**config.mk**
```make
export PLATFORM = sky130hd
export DESIGN_NAME = ssp_ctrl
export DESIGN_NICKNAME = d
export VERILOG_FILES = /design/src/verilog/ssp_pkg.sv /design/src/verilog/ssp_ctrl.sv /design/src/verilog/ssp_sync.sv /design/src/verilog/ssp_i2c_seq.sv
export VERILOG_INCLUDE_DIRS = /design/src /design/src/verilog
export SDC_FILE = /design/constraint.sdc
export NUM_CORES = 1
export LEC_CHECK = 0
export BUFFER_PORTS_ARGS = -buffer_cell sky130_fd_sc_hd__buf_2
export CAP_MARGIN = 20
export CORE_MARGIN = 2
export CORE_UTILIZATION = 55
export DETAILED_ROUTE_END_ITERATION = 6
export PLACE_DENSITY_LB_ADDON = 0.3
export SLEW_MARGIN = 20
export SYNTH_ARGS = -nofsm -noshare
export SYNTH_HDL_FRONTEND = slang
export SYNTH_SLANG_ARGS = --single-unit
```
**constraint.sdc**
```tcl
create_clock -name pclk -period 2.73 [get_ports pclk]
set_input_delay 0.4095 -clock pclk [delete_from_list [all_inputs] [get_ports pclk]]
set_output_delay 0.4095 -clock pclk [all_outputs]
set_load 0.1 [all_outputs]
```
**src/verilog/ssp_params.svh**
```systemverilog
`ifndef SSP_PARAMS_SVH
`define SSP_PARAMS_SVH

// ----------------------------------------------------------------
// register offsets (byte addresses)
// ----------------------------------------------------------------
`define SSP_OFF_CTRL     8'h00
`define SSP_OFF_CON2     8'h04
`define SSP_OFF_CON3     8'h08
`define SSP_OFF_BUF      8'h0c
`define SSP_OFF_STATUS   8'h10
`define SSP_OFF_IRQ_ST   8'h14
`define SSP_OFF_IRQ_MASK 8'h18
`define SSP_OFF_BAUD     8'h1c

// ----------------------------------------------------------------
// field positions
// ----------------------------------------------------------------
`define SSP_CTRL_EN      0
`define SSP_CTRL_I2C     1
`define SSP_C2_SEN       0
`define SSP_C2_REPEATED_START_ENABLE      1
`define SSP_C2_PEN       2
`define SSP_C2_MASTER_RECEIVE_ENABLE      3
`define SSP_C2_ACK_SEQUENCE_ENABLE     4
`define SSP_C2_ACK_DATA_VALUE     5
`define SSP_C2_ACK_RECEIVED_STATUS   6
`define SSP_C2_GENERAL_CALL_ENABLE      7
`define SSP_C3_BUFFER_OVERWRITE_ENABLE      4
`define SSP_ST_BF        0
`define SSP_ST_OVF       1
`define SSP_ST_ACTIVE    2
`define SSP_IRQ_RX       0
`define SSP_IRQ_OVF      1
`define SSP_IRQ_DONE     2

// ----------------------------------------------------------------
// reset values and counts
// ----------------------------------------------------------------
`define SSP_CTRL_RST     2'h0
`define SSP_BYTE_RST     8'h00
`define SSP_IRQ_RST      3'h0
`define SSP_BAUD_RST     8'h04
`define SSP_SPI_BITS     4'h8
`define SSP_I2C_WR_BITS  4'h9
`define SSP_I2C_RD_BITS  4'h8
`define SSP_I2C_ONE_BIT  4'h1

`endif

```
**src/verilog/ssp_pkg.sv**
```systemverilog
package ssp_pkg;

  typedef enum logic [6:0] {
    SSP_OP_START  = 7'b0000001,
    SSP_OP_RSTART = 7'b0000010,
    SSP_OP_STOP   = 7'b0000100,
    SSP_OP_RECV   = 7'b0001000,
    SSP_OP_ACK    = 7'b0010000,
    SSP_OP_WRITE  = 7'b0100000,
    SSP_OP_NONE   = 7'b1000000
  } ssp_op_t;

  typedef enum logic [1:0] {
    SSP_ST_IDLE = 2'b01,
    SSP_ST_RUN  = 2'b10
  } ssp_state_t;

endpackage

```
**src/verilog/ssp_ctrl.sv**
```systemverilog
// Local design decisions: the APB slave port and the placing of the registers.
`timescale 1ns/10ps
`include "ssp_params.svh"
// What this block does
// - overwrite off: byte into full buffer sets overflow, old byte kept
// - overwrite on: every new byte stored, overflow still raised if buffer full
// - while I2C busy, writes setting sequence bits are ignored, never queued
// - while I2C busy, writes to the shift buffer are discarded
module ssp_ctrl
  import ssp_pkg::*;
(
  input  wire logic        pclk,
  input  wire logic        presetn,
  input  wire logic        psel,
  input  wire logic        penable,
  input  wire logic        pwrite,
  input  wire logic [7:0]  paddr,
  input  wire logic [31:0] pwdata,
  output logic      [31:0] prdata,
  output logic             pready,
  output logic             pslverr,
  input  wire logic        spi_sck,
  input  wire logic        spi_sdi,
  input  wire logic        spi_ss_n,
  output logic             spi_sdo,
  output logic             spi_sdo_oe,
  input  wire logic        i2c_sda_i,
  output logic             i2c_sda_o,
  output logic             i2c_sda_oe,
  output logic             i2c_scl_o,
  output logic             i2c_scl_oe,
  output logic             irq
);
  // ----------------------------------------------------------------
  // pin synchronisers
  // ----------------------------------------------------------------
  logic [3:0] pins_s;
  logic       ss_n_s, sck_s, sdi_s, sda_s;

  ssp_sync #(.WIDTH(4), .RST(4'h9)) u_sync (
    .pclk     (pclk),
    .presetn  (presetn),
    .async_in ({spi_ss_n, spi_sck, spi_sdi, i2c_sda_i}),
    .sync_out (pins_s)
  );
  assign {ss_n_s, sck_s, sdi_s, sda_s} = pins_s;

  // ----------------------------------------------------------------
  // state
  // ----------------------------------------------------------------
  logic [1:0]  ctrl_q, ctrl_d;
  logic [7:0]  con2_q, con2_d;
  logic [7:0]  con3_q, con3_d;
  logic [7:0]  rx_q, rx_d;
  logic [7:0]  tx_q, tx_d;
  logic        bf_q, bf_d;
  logic        ovf_q, ovf_d;
  logic [2:0]  irq_st_q, irq_st_d;
  logic [2:0]  mask_q, mask_d;
  logic [7:0]  baud_q, baud_d;
  logic [7:0]  div_q, div_d;
  logic        tick_q, tick_d;
  logic        tx_pend_q, tx_pend_d;
  logic        go_q, go_d;
  ssp_op_t     op_q, op_d;
  logic        busy_q, busy_d;
  logic        sck_prev_q, sck_prev_d;
  logic [3:0]  scnt_q, scnt_d;
  logic [7:0]  ssh_q, ssh_d;
  logic        sdo_q, sdo_d;
  logic        sdo_oe_q, sdo_oe_d;
  logic        pready_q, pready_d;
  logic        pslverr_q, pslverr_d;
  logic [31:0] prdata_q, prdata_d;
  logic        irq_q, irq_d;

  logic        seq_busy, seq_done, seq_ack;
  logic [7:0]  seq_rx;
  logic        scl_low, sda_low;
  logic        spi_on, i2c_on;
  logic        acc, wr_acc, rd_acc;
  logic        rx_evt;
  logic [7:0]  rx_new;

  assign spi_on = ctrl_q[`SSP_CTRL_EN] & ~ctrl_q[`SSP_CTRL_I2C];
  assign i2c_on = ctrl_q[`SSP_CTRL_EN] & ctrl_q[`SSP_CTRL_I2C];
  assign acc    = psel & penable & pready_q;
  assign wr_acc = acc & pwrite;
  assign rd_acc = acc & ~pwrite;

  function automatic logic hit(input logic [7:0] a, input logic [7:0] off);
    hit = (a[7:2] == off[7:2]);
  endfunction

  // ----------------------------------------------------------------
  // condition and byte engine
  // ----------------------------------------------------------------
  ssp_i2c_seq u_seq (
    .pclk    (pclk),
    .presetn (presetn),
    .tick    (tick_q),
    .go      (go_q),
    .op      (op_q),
    .tx_byte (tx_q),
    .ack_bit (con2_q[`SSP_C2_ACK_DATA_VALUE]),
    .sda_in  (sda_s),
    .busy    (seq_busy),
    .done    (seq_done),
    .rx_byte (seq_rx),
    .ack_in  (seq_ack),
    .scl_low (scl_low),
    .sda_low (sda_low)
  );

  // ----------------------------------------------------------------
  // next-state logic
  // ----------------------------------------------------------------
  always_comb begin
    ctrl_d     = ctrl_q;
    con2_d     = con2_q;
    con3_d     = con3_q;
    rx_d       = rx_q;
    tx_d       = tx_q;
    bf_d       = bf_q;
    ovf_d      = ovf_q;
    irq_st_d   = irq_st_q;
    mask_d     = mask_q;
    baud_d     = baud_q;
    tx_pend_d  = tx_pend_q;
    go_d       = 1'b0;
    op_d       = op_q;
    busy_d     = busy_q;
    sck_prev_d = sck_s;
    scnt_d     = scnt_q;
    ssh_d      = ssh_q;
    sdo_d      = sdo_q;
    sdo_oe_d   = spi_on & ~ss_n_s;
    rx_evt     = 1'b0;
    rx_new     = seq_rx;
    pready_d   = psel & penable & ~pready_q;
    pslverr_d  = 1'b0;
    prdata_d   = prdata_q;

    // baud divider gives one-cycle ticks for the bus engine
    tick_d = 1'b0;
    div_d  = div_q - 8'h01;
    if (div_q == 8'h00) begin
      div_d  = baud_q;
      tick_d = 1'b1;
    end

    // spi slave, mode 0; sck only trusted while select is low
    if (!spi_on || ss_n_s) begin
      scnt_d = 4'h0;
      ssh_d  = tx_q;
      sdo_d  = tx_q[7];
    end else if (sck_s && !sck_prev_q) begin
      ssh_d  = {ssh_q[6:0], sdi_s};
      scnt_d = scnt_q + 4'h1;
      if (scnt_q == `SSP_SPI_BITS - 4'h1) begin
        rx_evt = 1'b1;
        rx_new = {ssh_q[6:0], sdi_s};
        scnt_d = 4'h0;
      end
    end else if (!sck_s && sck_prev_q) begin
      sdo_d = ssh_q[7];
      if (scnt_q == 4'h0) begin
        ssh_d = tx_q;
        sdo_d = tx_q[7];
      end
    end

    // register access; hardware events below win over these clears
    if (pready_d) begin
      if (hit(paddr, `SSP_OFF_CTRL)) begin
        prdata_d = {30'h0, ctrl_q};
      end else if (hit(paddr, `SSP_OFF_CON2)) begin
        prdata_d = {24'h0, con2_q};
      end else if (hit(paddr, `SSP_OFF_CON3)) begin
        prdata_d = {24'h0, con3_q};
      end else if (hit(paddr, `SSP_OFF_BUF)) begin
        prdata_d = {24'h0, rx_q};
      end else if (hit(paddr, `SSP_OFF_STATUS)) begin
        prdata_d = {29'h0, busy_q, ovf_q, bf_q};
      end else if (hit(paddr, `SSP_OFF_IRQ_ST)) begin
        prdata_d = {29'h0, irq_st_q};
      end else if (hit(paddr, `SSP_OFF_IRQ_MASK)) begin
        prdata_d = {29'h0, mask_q};
      end else if (hit(paddr, `SSP_OFF_BAUD)) begin
        prdata_d = {24'h0, baud_q};
      end else begin
        prdata_d  = 32'h0000_0000;
        pslverr_d = 1'b1;
      end
    end
    if (rd_acc && hit(paddr, `SSP_OFF_BUF)) begin
      bf_d = 1'b0;
    end
    if (rd_acc && hit(paddr, `SSP_OFF_IRQ_ST)) begin
      irq_st_d = `SSP_IRQ_RST;
    end
    if (wr_acc) begin
      if (hit(paddr, `SSP_OFF_CTRL)) begin
        ctrl_d = pwdata[1:0];
      end else if (hit(paddr, `SSP_OFF_CON2)) begin
        con2_d[`SSP_C2_GENERAL_CALL_ENABLE]  = pwdata[`SSP_C2_GENERAL_CALL_ENABLE];
        con2_d[`SSP_C2_ACK_DATA_VALUE] = pwdata[`SSP_C2_ACK_DATA_VALUE];
        if (!busy_q) begin
          con2_d[4:0] = pwdata[4:0];
        end
      end else if (hit(paddr, `SSP_OFF_CON3)) begin
        con3_d = pwdata[7:0];
      end else if (hit(paddr, `SSP_OFF_BUF)) begin
        if (!busy_q) begin
          tx_d      = pwdata[7:0];
          tx_pend_d = i2c_on;
        end
      end else if (hit(paddr, `SSP_OFF_STATUS)) begin
        if (pwdata[`SSP_ST_OVF]) begin
          ovf_d = 1'b0;
        end
      end else if (hit(paddr, `SSP_OFF_IRQ_MASK)) begin
        mask_d = pwdata[2:0];
      end else if (hit(paddr, `SSP_OFF_BAUD)) begin
        baud_d = pwdata[7:0];
      end
    end

    // launch one operation at a time; start has the highest priority
    if (i2c_on && !busy_q) begin
      busy_d = 1'b1;
      go_d   = 1'b1;
      if (con2_q[`SSP_C2_SEN]) begin
        op_d = SSP_OP_START;
      end else if (con2_q[`SSP_C2_REPEATED_START_ENABLE]) begin
        op_d = SSP_OP_RSTART;
      end else if (con2_q[`SSP_C2_PEN]) begin
        op_d = SSP_OP_STOP;
      end else if (con2_q[`SSP_C2_MASTER_RECEIVE_ENABLE]) begin
        op_d = SSP_OP_RECV;
      end else if (con2_q[`SSP_C2_ACK_SEQUENCE_ENABLE]) begin
        op_d = SSP_OP_ACK;
      end else if (tx_pend_q) begin
        op_d      = SSP_OP_WRITE;
        tx_pend_d = 1'b0;
      end else begin
        busy_d = 1'b0;
        go_d   = 1'b0;
      end
    end

    // completion clears the matching enable bit
    if (seq_done) begin
      busy_d      = 1'b0;
      irq_st_d[`SSP_IRQ_DONE] = 1'b1;
      case (op_q)
        SSP_OP_START:  con2_d[`SSP_C2_SEN]   = 1'b0;
        SSP_OP_RSTART: con2_d[`SSP_C2_REPEATED_START_ENABLE]  = 1'b0;
        SSP_OP_STOP:   con2_d[`SSP_C2_PEN]   = 1'b0;
        SSP_OP_ACK:    con2_d[`SSP_C2_ACK_SEQUENCE_ENABLE] = 1'b0;
        SSP_OP_RECV: begin
          con2_d[`SSP_C2_MASTER_RECEIVE_ENABLE] = 1'b0;
          rx_evt = 1'b1;
        end
        SSP_OP_WRITE:  con2_d[`SSP_C2_ACK_RECEIVED_STATUS] = seq_ack;
        default:       con2_d = con2_d;
      endcase
    end
    if (!i2c_on && !seq_busy) begin
      busy_d = 1'b0;
    end

    // received byte into the buffer
    if (rx_evt) begin
      irq_st_d[`SSP_IRQ_RX] = 1'b1;
      if (bf_q) begin
        ovf_d = 1'b1;
        irq_st_d[`SSP_IRQ_OVF] = 1'b1;
        if (con3_q[`SSP_C3_BUFFER_OVERWRITE_ENABLE]) begin
          rx_d = rx_new;
        end
      end else begin
        rx_d = rx_new;
      end
      bf_d = 1'b1;
    end

    irq_d = |(irq_st_d & mask_q);
  end

  // ----------------------------------------------------------------
  // registers
  // ----------------------------------------------------------------
  always_ff @(posedge pclk or negedge presetn) begin
    if (!presetn) begin
      ctrl_q     <= `SSP_CTRL_RST;
      con2_q     <= `SSP_BYTE_RST;
      con3_q     <= `SSP_BYTE_RST;
      rx_q       <= `SSP_BYTE_RST;
      tx_q       <= `SSP_BYTE_RST;
      bf_q       <= 1'b0;
      ovf_q      <= 1'b0;
      irq_st_q   <= `SSP_IRQ_RST;
      mask_q     <= `SSP_IRQ_RST;
      baud_q     <= `SSP_BAUD_RST;
      div_q      <= `SSP_BAUD_RST;
      tick_q     <= 1'b0;
      tx_pend_q  <= 1'b0;
      go_q       <= 1'b0;
      op_q       <= SSP_OP_NONE;
      busy_q     <= 1'b0;
      sck_prev_q <= 1'b0;
      scnt_q     <= 4'h0;
      ssh_q      <= `SSP_BYTE_RST;
      sdo_q      <= 1'b0;
      sdo_oe_q   <= 1'b0;
      pready_q   <= 1'b0;
      pslverr_q  <= 1'b0;
      prdata_q   <= 32'h0000_0000;
      irq_q      <= 1'b0;
    end else begin
      ctrl_q     <= ctrl_d;
      con2_q     <= con2_d;
      con3_q     <= con3_d;
      rx_q       <= rx_d;
      tx_q       <= tx_d;
      bf_q       <= bf_d;
      ovf_q      <= ovf_d;
      irq_st_q   <= irq_st_d;
      mask_q     <= mask_d;
      baud_q     <= baud_d;
      div_q      <= div_d;
      tick_q     <= tick_d;
      tx_pend_q  <= tx_pend_d;
      go_q       <= go_d;
      op_q       <= op_d;
      busy_q     <= busy_d;
      sck_prev_q <= sck_prev_d;
      scnt_q     <= scnt_d;
      ssh_q      <= ssh_d;
      sdo_q      <= sdo_d;
      sdo_oe_q   <= sdo_oe_d;
      pready_q   <= pready_d;
      pslverr_q  <= pslverr_d;
      prdata_q   <= prdata_d;
      irq_q      <= irq_d;
    end
  end

  // open-drain lines only ever pull low
  assign i2c_sda_o  = 1'b0;
  assign i2c_scl_o  = 1'b0;
  assign i2c_sda_oe = sda_low;
  assign i2c_scl_oe = scl_low;
  assign spi_sdo    = sdo_q;
  assign spi_sdo_oe = sdo_oe_q;
  assign prdata     = prdata_q;
  assign pready     = pready_q;
  assign pslverr    = pslverr_q;
  assign irq        = irq_q;
endmodule

```
**src/verilog/ssp_sync.sv**
```systemverilog
`timescale 1ns/10ps
module ssp_sync #(
  parameter int         WIDTH = 1,
  parameter logic [3:0] RST   = 4'h0
) (
  input  wire logic             pclk,
  input  wire logic             presetn,
  input  wire logic [WIDTH-1:0] async_in,
  output logic      [WIDTH-1:0] sync_out
);
  logic [WIDTH-1:0] meta_q;
  logic [WIDTH-1:0] meta_d;
  logic [WIDTH-1:0] sync_q;
  logic [WIDTH-1:0] sync_d;

  always_comb begin
    meta_d = async_in;
    sync_d = meta_q;
  end

  always_ff @(posedge pclk or negedge presetn) begin
    if (!presetn) begin
      meta_q <= RST[WIDTH-1:0];
      sync_q <= RST[WIDTH-1:0];
    end else begin
      meta_q <= meta_d;
      sync_q <= sync_d;
    end
  end

  assign sync_out = sync_q;
endmodule

```
**src/verilog/ssp_i2c_seq.sv**
```systemverilog
`timescale 1ns/10ps
`include "ssp_params.svh"
module ssp_i2c_seq
  import ssp_pkg::*;
(
  input  wire logic       pclk,
  input  wire logic       presetn,
  input  wire logic       tick,
  input  wire logic       go,
  input  ssp_op_t         op,
  input  wire logic [7:0] tx_byte,
  input  wire logic       ack_bit,
  input  wire logic       sda_in,
  output logic            busy,
  output logic            done,
  output logic      [7:0] rx_byte,
  output logic            ack_in,
  output logic            scl_low,
  output logic            sda_low
);
  ssp_state_t state_q, state_d;
  ssp_op_t    op_q, op_d;
  logic [1:0] phase_q, phase_d;
  logic [3:0] bit_q, bit_d;
  logic [3:0] nbits;
  logic [7:0] sh_q, sh_d;
  logic       ack_q, ack_d;
  logic       done_q, done_d;
  logic       scl_q, scl_d;
  logic       sda_q, sda_d;
  logic       dlow;

  always_comb begin
    state_d = state_q;
    op_d    = op_q;
    phase_d = phase_q;
    bit_d   = bit_q;
    sh_d    = sh_q;
    ack_d   = ack_q;
    done_d  = 1'b0;
    scl_d   = scl_q;
    sda_d   = sda_q;
    nbits   = `SSP_I2C_ONE_BIT;
    if (op_q == SSP_OP_WRITE) begin
      nbits = `SSP_I2C_WR_BITS;
    end else if (op_q == SSP_OP_RECV) begin
      nbits = `SSP_I2C_RD_BITS;
    end
    // ack bit sits in sh_q[7]; released for receive and the write ack slot
    dlow = ~sh_q[7];
    if (op_q == SSP_OP_RECV || (op_q == SSP_OP_WRITE && bit_q == 4'h8)) begin
      dlow = 1'b0;
    end
    case (state_q)
      SSP_ST_IDLE: begin
        if (go) begin
          state_d = SSP_ST_RUN;
          op_d    = op;
          phase_d = 2'd0;
          bit_d   = 4'h0;
          sh_d    = (op == SSP_OP_ACK) ? {ack_bit, 7'h00} : tx_byte;
        end
      end
      SSP_ST_RUN: begin
        if (tick) begin
          case (op_q)
            SSP_OP_START: begin
              scl_d = (phase_q == 2'd3);
              sda_d = (phase_q != 2'd0);
            end
            SSP_OP_RSTART: begin
              scl_d = (phase_q == 2'd0) || (phase_q == 2'd3);
              sda_d = (phase_q >= 2'd2);
            end
            SSP_OP_STOP: begin
              scl_d = (phase_q == 2'd0);
              sda_d = (phase_q != 2'd3);
            end
            default: begin
              scl_d = (phase_q == 2'd0) || (phase_q == 2'd3);
              sda_d = dlow;
            end
          endcase
          if (phase_q == 2'd2) begin
            if (op_q == SSP_OP_RECV) begin
              sh_d = {sh_q[6:0], sda_in};
            end else if (op_q == SSP_OP_WRITE && bit_q == 4'h8) begin
              ack_d = sda_in;
            end
          end
          if (phase_q == 2'd3 && op_q == SSP_OP_WRITE) begin
            sh_d = {sh_q[6:0], 1'b0};
          end
          phase_d = phase_q + 2'd1;
          if (phase_q == 2'd3) begin
            if (bit_q == nbits - 4'h1) begin
              state_d = SSP_ST_IDLE;
              done_d  = 1'b1;
            end else begin
              bit_d = bit_q + 4'h1;
            end
          end
        end
      end
      default: begin
        state_d = SSP_ST_IDLE;
      end
    endcase
  end

  always_ff @(posedge pclk or negedge presetn) begin
    if (!presetn) begin
      state_q <= SSP_ST_IDLE;
      op_q    <= SSP_OP_NONE;
      phase_q <= 2'd0;
      bit_q   <= 4'h0;
      sh_q    <= `SSP_BYTE_RST;
      ack_q   <= 1'b0;
      done_q  <= 1'b0;
      scl_q   <= 1'b0;
      sda_q   <= 1'b0;
    end else begin
      state_q <= state_d;
      op_q    <= op_d;
      phase_q <= phase_d;
      bit_q   <= bit_d;
      sh_q    <= sh_d;
      ack_q   <= ack_d;
      done_q  <= done_d;
      scl_q   <= scl_d;
      sda_q   <= sda_d;
    end
  end

  assign busy    = (state_q == SSP_ST_RUN);
  assign done    = done_q;
  assign rx_byte = sh_q;
  assign ack_in  = ack_q;
  assign scl_low = scl_q;
  assign sda_low = sda_q;
endmodule

```
# --- After elaboration in Yosys (flattened, before gate mapping) ---
# Cells that the tools add are included.
classes:
  mux: 126
  order_cmp: 1
  n_bitwise: 22
  multipliers: 0
  shift: 0
  div: 0
  reduce_logical: 48
  n_eq_ne: 35
  n_addsub: 5
op_table:
  columns: ["operator", "n"]
  rows:
  - ["8-bit 2-to-1 mux", 24]
  - ["1-bit 2-to-1 mux", 68]
  - ["7-bit 2-to-1 mux", 6]
  - ["4-bit 2-to-1 mux", 9]
  - ["6-bit by 3-bit == test with 1-bit output (second input constant)", 4]
  - ["6-bit 2-to-1 mux", 3]
  - ["8-bit case mux with 2 select lines", 1]
  - ["2-bit AND reduction", 8]
  - ["5-bit AND reduction", 3]
  - ["7-bit by 1-bit == test with 1-bit output (second input constant)", 2]
  - ["7-bit by 2-bit == test with 1-bit output (second input constant)", 2]
  - ["7-bit by 3-bit == test with 1-bit output (second input constant)", 2]
  - ["7-bit by 4-bit == test with 1-bit output (second input constant)", 2]
  - ["7-bit by 6-bit == test with 1-bit output (second input constant)", 2]
  - ["2-bit 2-to-1 mux", 7]
  - ["1-bit NOT", 13]
  - ["6-bit by 2-bit == test with 1-bit output (second input constant)", 2]
  - ["2-bit != test (second input constant)", 6]
  - ["5-bit 2-to-1 mux", 2]
  - ["2-bit nonzero test", 5]
  - ["3-bit nonzero test", 3]
  - ["4-bit by 1-bit adder with 4-bit output (second input constant)", 2]
  - ["1-bit AND", 8]
  - ["1-bit logical AND", 8]
  - ["32 further kinds", 45]
word_totals:
  elab_cells: 274
  ramBits: 0
  latchBits: 0
  n_memories: 0
  register_bits: 154
  inputBits: 49
  out_inout_bits: 41
  romBits: 0

# --- Depth between registers and ports, before layout ---
depth:
  word_depth: 14
  mapped_depth: 7
  depth_no_buf: 7

# --- Modules after synthesis ---
# A second synthesis with hierarchy kept.
unflattened:
  cells_unflattened: 589
  area_unflattened_um2: 6403.6
by_module_without_submodules:
  columns: ["module", "cells_per_inst", "seq_area_each_um2", "area_per_inst_um2", "n_inst"]
  rows:
  - ["ssp_ctrl", 425, 2381.0, 4626.9, 1]
  - ["ssp_i2c_seq", 156, 678.2, 1571.5, 1]
  - ["ssp_sync", 8, 205.2, 205.2, 1]

# --- Worst setup path after synthesis ---
# No wires, ideal clock.
synth_timing:
  kind: "register -> register"
  from: "register pready_q, in the netlist pready"
  to: "register tx_q[0]"
  period_less_slack_ns: 2.471
  path_slack_ns: 0.259
  path_buffers: 0
  path_stages_with_launch: 4
  setup_time_ns: 0.125
  arrival_time_ns: 2.346
  t_required_ns: 2.605
  cell_sequence: "dfrtp_1 nand4_1 nor4_4 mux2_2"
synth_via:
  elab_chain_cells: 3
synth_lines:
  columns: ["element", "line_no", "rtl"]
  rows:
  - ["start: declaration", "ssp_ctrl.sv:72", "logic pready_q, pready_d;"]
  - ["start signal: assignment", "ssp_ctrl.sv:343", "pready_q <= pready_d;"]
  - ["1-bit AND", "ssp_ctrl.sv:87", "assign acc = psel & penable & pready_q;"]
  - ["1-bit AND", "ssp_ctrl.sv:88", "assign wr_acc = acc & pwrite;"]
  - ["6-bit AND reduction (no source line)", null, null]
  - ["end signal: assignment", "ssp_ctrl.sv:300", "tx_q <= `SSP_BYTE_RST;"]
  - ["end signal: assignment", "ssp_ctrl.sv:326", "tx_q <= tx_d;"]
  - ["end: declaration", "ssp_ctrl.sv:55", "logic [7:0] tx_q, tx_d;"]
# No other way between the ends.
# A chain may end at the register's enable or synchronous reset.

# --- Worst setup path after layout ---
layout_timing:
  from: "register ctrl_q[1]"
  to: "register rx_q[3]"
layout_via:
  elab_chain_cells: 8
  elab_cells_between_ends: 11
  classes_between: "6 x mux; 2 x bitwise; 3 x reduce/logical"
layout_lines:
  columns: ["element", "line_no", "rtl"]
  rows:
  - ["start: declaration", "ssp_ctrl.sv:51", "logic [1:0] ctrl_q, ctrl_d;"]
  - ["start signal: assignment", "ssp_ctrl.sv:296", "ctrl_q <= `SSP_CTRL_RST;"]
  - ["start signal: assignment", "ssp_ctrl.sv:322", "ctrl_q <= ctrl_d;"]
  - ["1-bit NOT *", "ssp_ctrl.sv:85", "assign spi_on = ctrl_q[`SSP_CTRL_EN] & ~ctrl_q[`SSP_CTRL_I2C];"]
  - ["1-bit AND *", "ssp_ctrl.sv:85", null]
  - ["1-bit zero test *", "ssp_ctrl.sv:153", "if (!spi_on || ss_n_s) begin"]
  - ["1-bit logical OR *", "ssp_ctrl.sv:153", null]
  - ["1-bit 2-to-1 mux", "ssp_ctrl.sv:153", null]
  - ["1-bit 2-to-1 mux", "ssp_ctrl.sv:256", "case (op_q)"]
  - ["1-bit 2-to-1 mux", "ssp_ctrl.sv:253", "if (seq_done) begin"]
  - ["2-bit AND reduction (no source line)", null, null]
  - ["end signal: assignment", "ssp_ctrl.sv:299", "rx_q <= `SSP_BYTE_RST;"]
  - ["end signal: assignment", "ssp_ctrl.sv:325", "rx_q <= rx_d;"]
  - ["end: declaration", "ssp_ctrl.sv:54", "logic [7:0] rx_q, rx_d;"]
# Mark *: on every way between the ends. The rest lies on a longest branch, timed or not. The select of a mux whose other input is x is not followed.

==> impl_metrics.csv <==
group,metric,value,unit
place,gp_congestion,0.857,
detailed_routing,routed-wl-met3,685,um
power,report.power.total,5.01,mW
yosys,netlist_instances,596,
yosys,most_common_flop_cell_mapped_by_yosys,"sky130_fd_sc_hd__dfrtp_1",
detailed_routing,dr_total_vias,4667,
power,power_density,694,nW/um^2
yosys,synth.yosys.warnings,0,
clock_network,cts-hold-fix-buffers,0,
timing,slew_headroom,56.0,%
timing,worst_max_slew_pin_slew,0.653,ns
timing,timing.clock.skew,0.00601,ns
detailed_routing,met1_length,6.17,mm
yosys,postSynthRegisterBits,130,
final_layout,final_design_area_no_fill,7220,sq um
worst_hold_path,worst_hold_path_type,"input pin to asynchronous set/reset pin",
setup_path,timing_worst_setup_path_type,"register to register",
place,dp_cells,766,
clock_network,cts_made_buffers,17,
timing,finalSetupTns,0,ns
timing,rsz0062_at_grt,"no",
final_layout,final_core_utilization,63.8,%
clock_network,cts.root.buffer_cell,"sky130_fd_sc_hd__clkbuf_16",
clock_network,clock_insertion_delay_worst_skew,0.42,ns
timing,finalCriticalPeriod,2.24,ns
grt,number_of_global_route_vias_before_repair,4697,
clock_network,post_cts_resized,0,
setup_path,worst-path-max-fanout,16,
detailed_routing,totalWireLength,14.2,mm
final_layout,multi_input_comb_area,2830,sq um
power,vdd.ir_drop.worst,536,uV
detailed_routing,met2_length,7.13,mm
final_layout,storage_element_area,3260,sq um
die,fp.dieArea,12400,sq um
final_layout,layoutNonFillerInstCount,798,
outcome,violations_in_the_final_reports,"hold timing",
timing,hold_slack,-0.00233,ns
detailed_routing,remaining_drc_errors,0,
detailed_routing,routed_wire_length_per_instance,17.8,um
grt,grt.total_usage,24.1,%
power,leakage,3.47,nW
die,number_of_primary_i_o_pins,90,
grt,grt_first_pass_wirelength,23.5,mm
grt,grt_antenna_before_repair,0,
final_layout,layout.filler_cells,915,
die,die_height,111,um
grt,gr-total-overflow,0,
place,preCtsSetupSlack,0.322,ns
die,core_area,11300,sq um
timing,layout_worst_path_cycle_share,81.9,%
final_layout,share_of_post_route_cells_with_drive_strength_above_1,21.7,%
flow_run,maxCapViolCount,0,
detailed_routing,detail-route-antenna-nets,0,
timing,finalSetupViolations,0,
timing,report.final.slew_viol_count,0,
place,placed_cell_area,6620,sq um
outcome,run_status,"finished with violations",
setup_path,endpoint_kind,"register",
yosys,synth_area_per_cell,10.7,sq um
final_layout,diodes,0,
clock_network,h-tree-depth,4,
clock_network,tritoncts,"built",
clock_network,clk_pin_slew,0.05,ns
yosys,yosysSeqAreaShare,51.4,%
setup_path,critPathLaunchType,"register",
clock_network,cts-root-to-sink-buffers,2,
final_layout,final_nets,700,
detailed_routing,top_routing_layer_in_use,"met4",
yosys,edff_count_synth,0,
place,numPortBuffers,37,
final_layout,syn2layout_area_growth,13.8,%
timing,achievable-frequency,0.447,GHz
detailed_routing,dr.pass1.iters,7,
detailed_routing,mean_number_of_vias_per_cell,5.85,
clock_network,tritoncts_num_sinks,130,
die,floorplan.initialDensity,56.1,%
timing,final-hold-violation-count,1,
setup_path,worstPathRequired,3.06,ns
grt,maximum_number_of_pins_on_one_net_before_global_route_repair,58,
yosys,ys_async_sr_fraction,100,%
clock_network,postCtsSetupRepairBufs,0,
yosys,syn-cell-area,6350,sq um
yosys,synth_cell_type_count,68,
setup_path,critPathArrivalTime,2.57,ns
die,fp-row-count,39,
die,die-width,111,um
place,dp_hpwl,10.1,mm
timing,layout_setup_ws,0.493,ns
detailed_routing,drt-initial-drc-count,346,
## path summary, 6_finish.rpt
check / from / cells after the start / endpoint / slack [ns]
max: ctrl_q[1] / 5 / rx_q[3] / 0.49
min: presetn / 1 / u_seq.scl_low / -0.002
max reg2reg: ctrl_q[1] / 5 / rx_q[3] / 0.49
min reg2reg: u_sync.meta_q[2] / 0 / u_sync.sync_out[2] / 0.35
max in group asynchronous: presetn / 2 / u_sync.sync_out[0] / 1.90
min in group pclk: i2c_sda_i / 1 / u_sync.meta_q[0] / 0.09
## report_power, final
part | leakage, nW | switching [mW] | total [mW] | internal, mW
combinational | 1.44 | 0.446 | 0.594 | 0.149
sequential | 1.73 | 0.0759 | 2.11 | 2.03
clock | 0.300 | 0.810 | 2.31 | 1.50
## final cells by class
type / count / area share, %
flip-flops and latches: 130 / 45.2
multi-input cells: 427 / 39.1
clock buffers: 22 / 6.57
repair buffers: 47 / 3.81
well taps: 143 / 2.48
clock inverters: 10 / 1.82
inverters: 19 / 0.987
## layout by cell type, fill, tap and decap left out, types with 4 or more instances in the layout
cell and count:
sky130_fd_sc_hd__a22o_1 4, sky130_fd_sc_hd__and3_1 4, sky130_fd_sc_hd__ha_1 9, sky130_fd_sc_hd__clkbuf_16 17, sky130_fd_sc_hd__buf_4 10, sky130_fd_sc_hd__mux2_2 43, sky130_fd_sc_hd__dfrtp_1 121, sky130_fd_sc_hd__clkinv_2 5
sky130_fd_sc_hd__nand2b_1 12, sky130_fd_sc_hd__nor2b_1 5, sky130_fd_sc_hd__nor4_1 6, sky130_fd_sc_hd__nand4_1 5, sky130_fd_sc_hd__a21oi_1 42, sky130_fd_sc_hd__dfstp_2 9, sky130_fd_sc_hd__a22oi_1 15, sky130_fd_sc_hd__nor2_1 52
sky130_fd_sc_hd__conb_1 26, sky130_fd_sc_hd__buf_2 36, sky130_fd_sc_hd__nor3_1 8, sky130_fd_sc_hd__and2_1 6, sky130_fd_sc_hd__nand2_1 52, sky130_fd_sc_hd__inv_1 18, sky130_fd_sc_hd__xnor2_1 4, sky130_fd_sc_hd__mux2i_1 29
sky130_fd_sc_hd__nand3_1 11, sky130_fd_sc_hd__o21ai_0 32
## cells in the mapped netlist, types with 3 or more instances
master	n	area [sq um]
sky130_fd_sc_hd__a21oi_1	42	210
sky130_fd_sc_hd__a22o_1	4	35.0
sky130_fd_sc_hd__a22oi_1	15	113
sky130_fd_sc_hd__a41oi_1	3	26.3
sky130_fd_sc_hd__and2_1	6	37.5
sky130_fd_sc_hd__and3_1	4	25.0
sky130_fd_sc_hd__buf_2	5	25.0
sky130_fd_sc_hd__buf_4	26	195
sky130_fd_sc_hd__clkbuf_1	11	41.3
sky130_fd_sc_hd__dfrtp_1	121	3030
sky130_fd_sc_hd__dfstp_2	9	236
sky130_fd_sc_hd__ha_1	9	113
sky130_fd_sc_hd__inv_1	18	67.6
sky130_fd_sc_hd__mux2_2	43	484
sky130_fd_sc_hd__mux2i_1	29	290
sky130_fd_sc_hd__nand2_1	52	195
sky130_fd_sc_hd__nand2b_1	12	75.1
sky130_fd_sc_hd__nand3_1	11	55.1
sky130_fd_sc_hd__nand4_1	5	31.3
sky130_fd_sc_hd__nor2_1	52	195
sky130_fd_sc_hd__nor2b_1	5	31.3
sky130_fd_sc_hd__nor3_1	8	40.0
sky130_fd_sc_hd__nor4_1	6	37.5
sky130_fd_sc_hd__o21ai_0	32	160
sky130_fd_sc_hd__o311ai_0	3	26.3
sky130_fd_sc_hd__or2_2	3	18.8
sky130_fd_sc_hd__xnor2_1	4	35.0
sky130_fd_sc_hd__xor2_1	3	26.3
## cells by family after synthesis
kind of cell	synth area share, %
compound gates	12.4
xor+xnor	0.966
fa+ha+maj	1.77
buf+inv	5.54
flops	51.4
mux	12.6
other cells	0.0591
simple gates	15.3
## metal layers
metal | GRT usage, % | vias to the layer above
li1 | - | 2176
met1 | 31.3 | 2336
met2 | 39.2 | 132
met3 | 6.37 | 23
met4 | 8.81 | 0
met5 | 0 | -
## state kept, by name, summed over array words and instances, names as in the netlist, 3 cells and up
| register | flops |
|---|---|
| op_q | 7 |
| u_seq.op_q | 7 |
| rx_q | 8 |
| prdata | 8 |
| con2_q | 8 |
| mask_q | 3 |
| u_seq.rx_byte | 8 |
| ssh_q | 8 |
| tx_q | 8 |
| baud_q | 8 |
| div_q | 8 |
| u_sync.meta_q | 4 |
| u_seq.bit_q | 4 |
| irq_st_q | 3 |
| con3_q | 8 |
| scnt_q | 4 |
| u_sync.sync_out | 4 |
## worst max-delay path: stages (launching register included)
cell                        delay (ns)
sky130_fd_sc_hd__dfrtp_1          0.40
sky130_fd_sc_hd__or3b_1           0.58
sky130_fd_sc_hd__nor3_2           0.38
sky130_fd_sc_hd__a2bb2oi_2        0.54
sky130_fd_sc_hd__nor2_1           0.09
sky130_fd_sc_hd__a21oi_1          0.16
No activity file was read; power rests on OpenSTA's default activity.
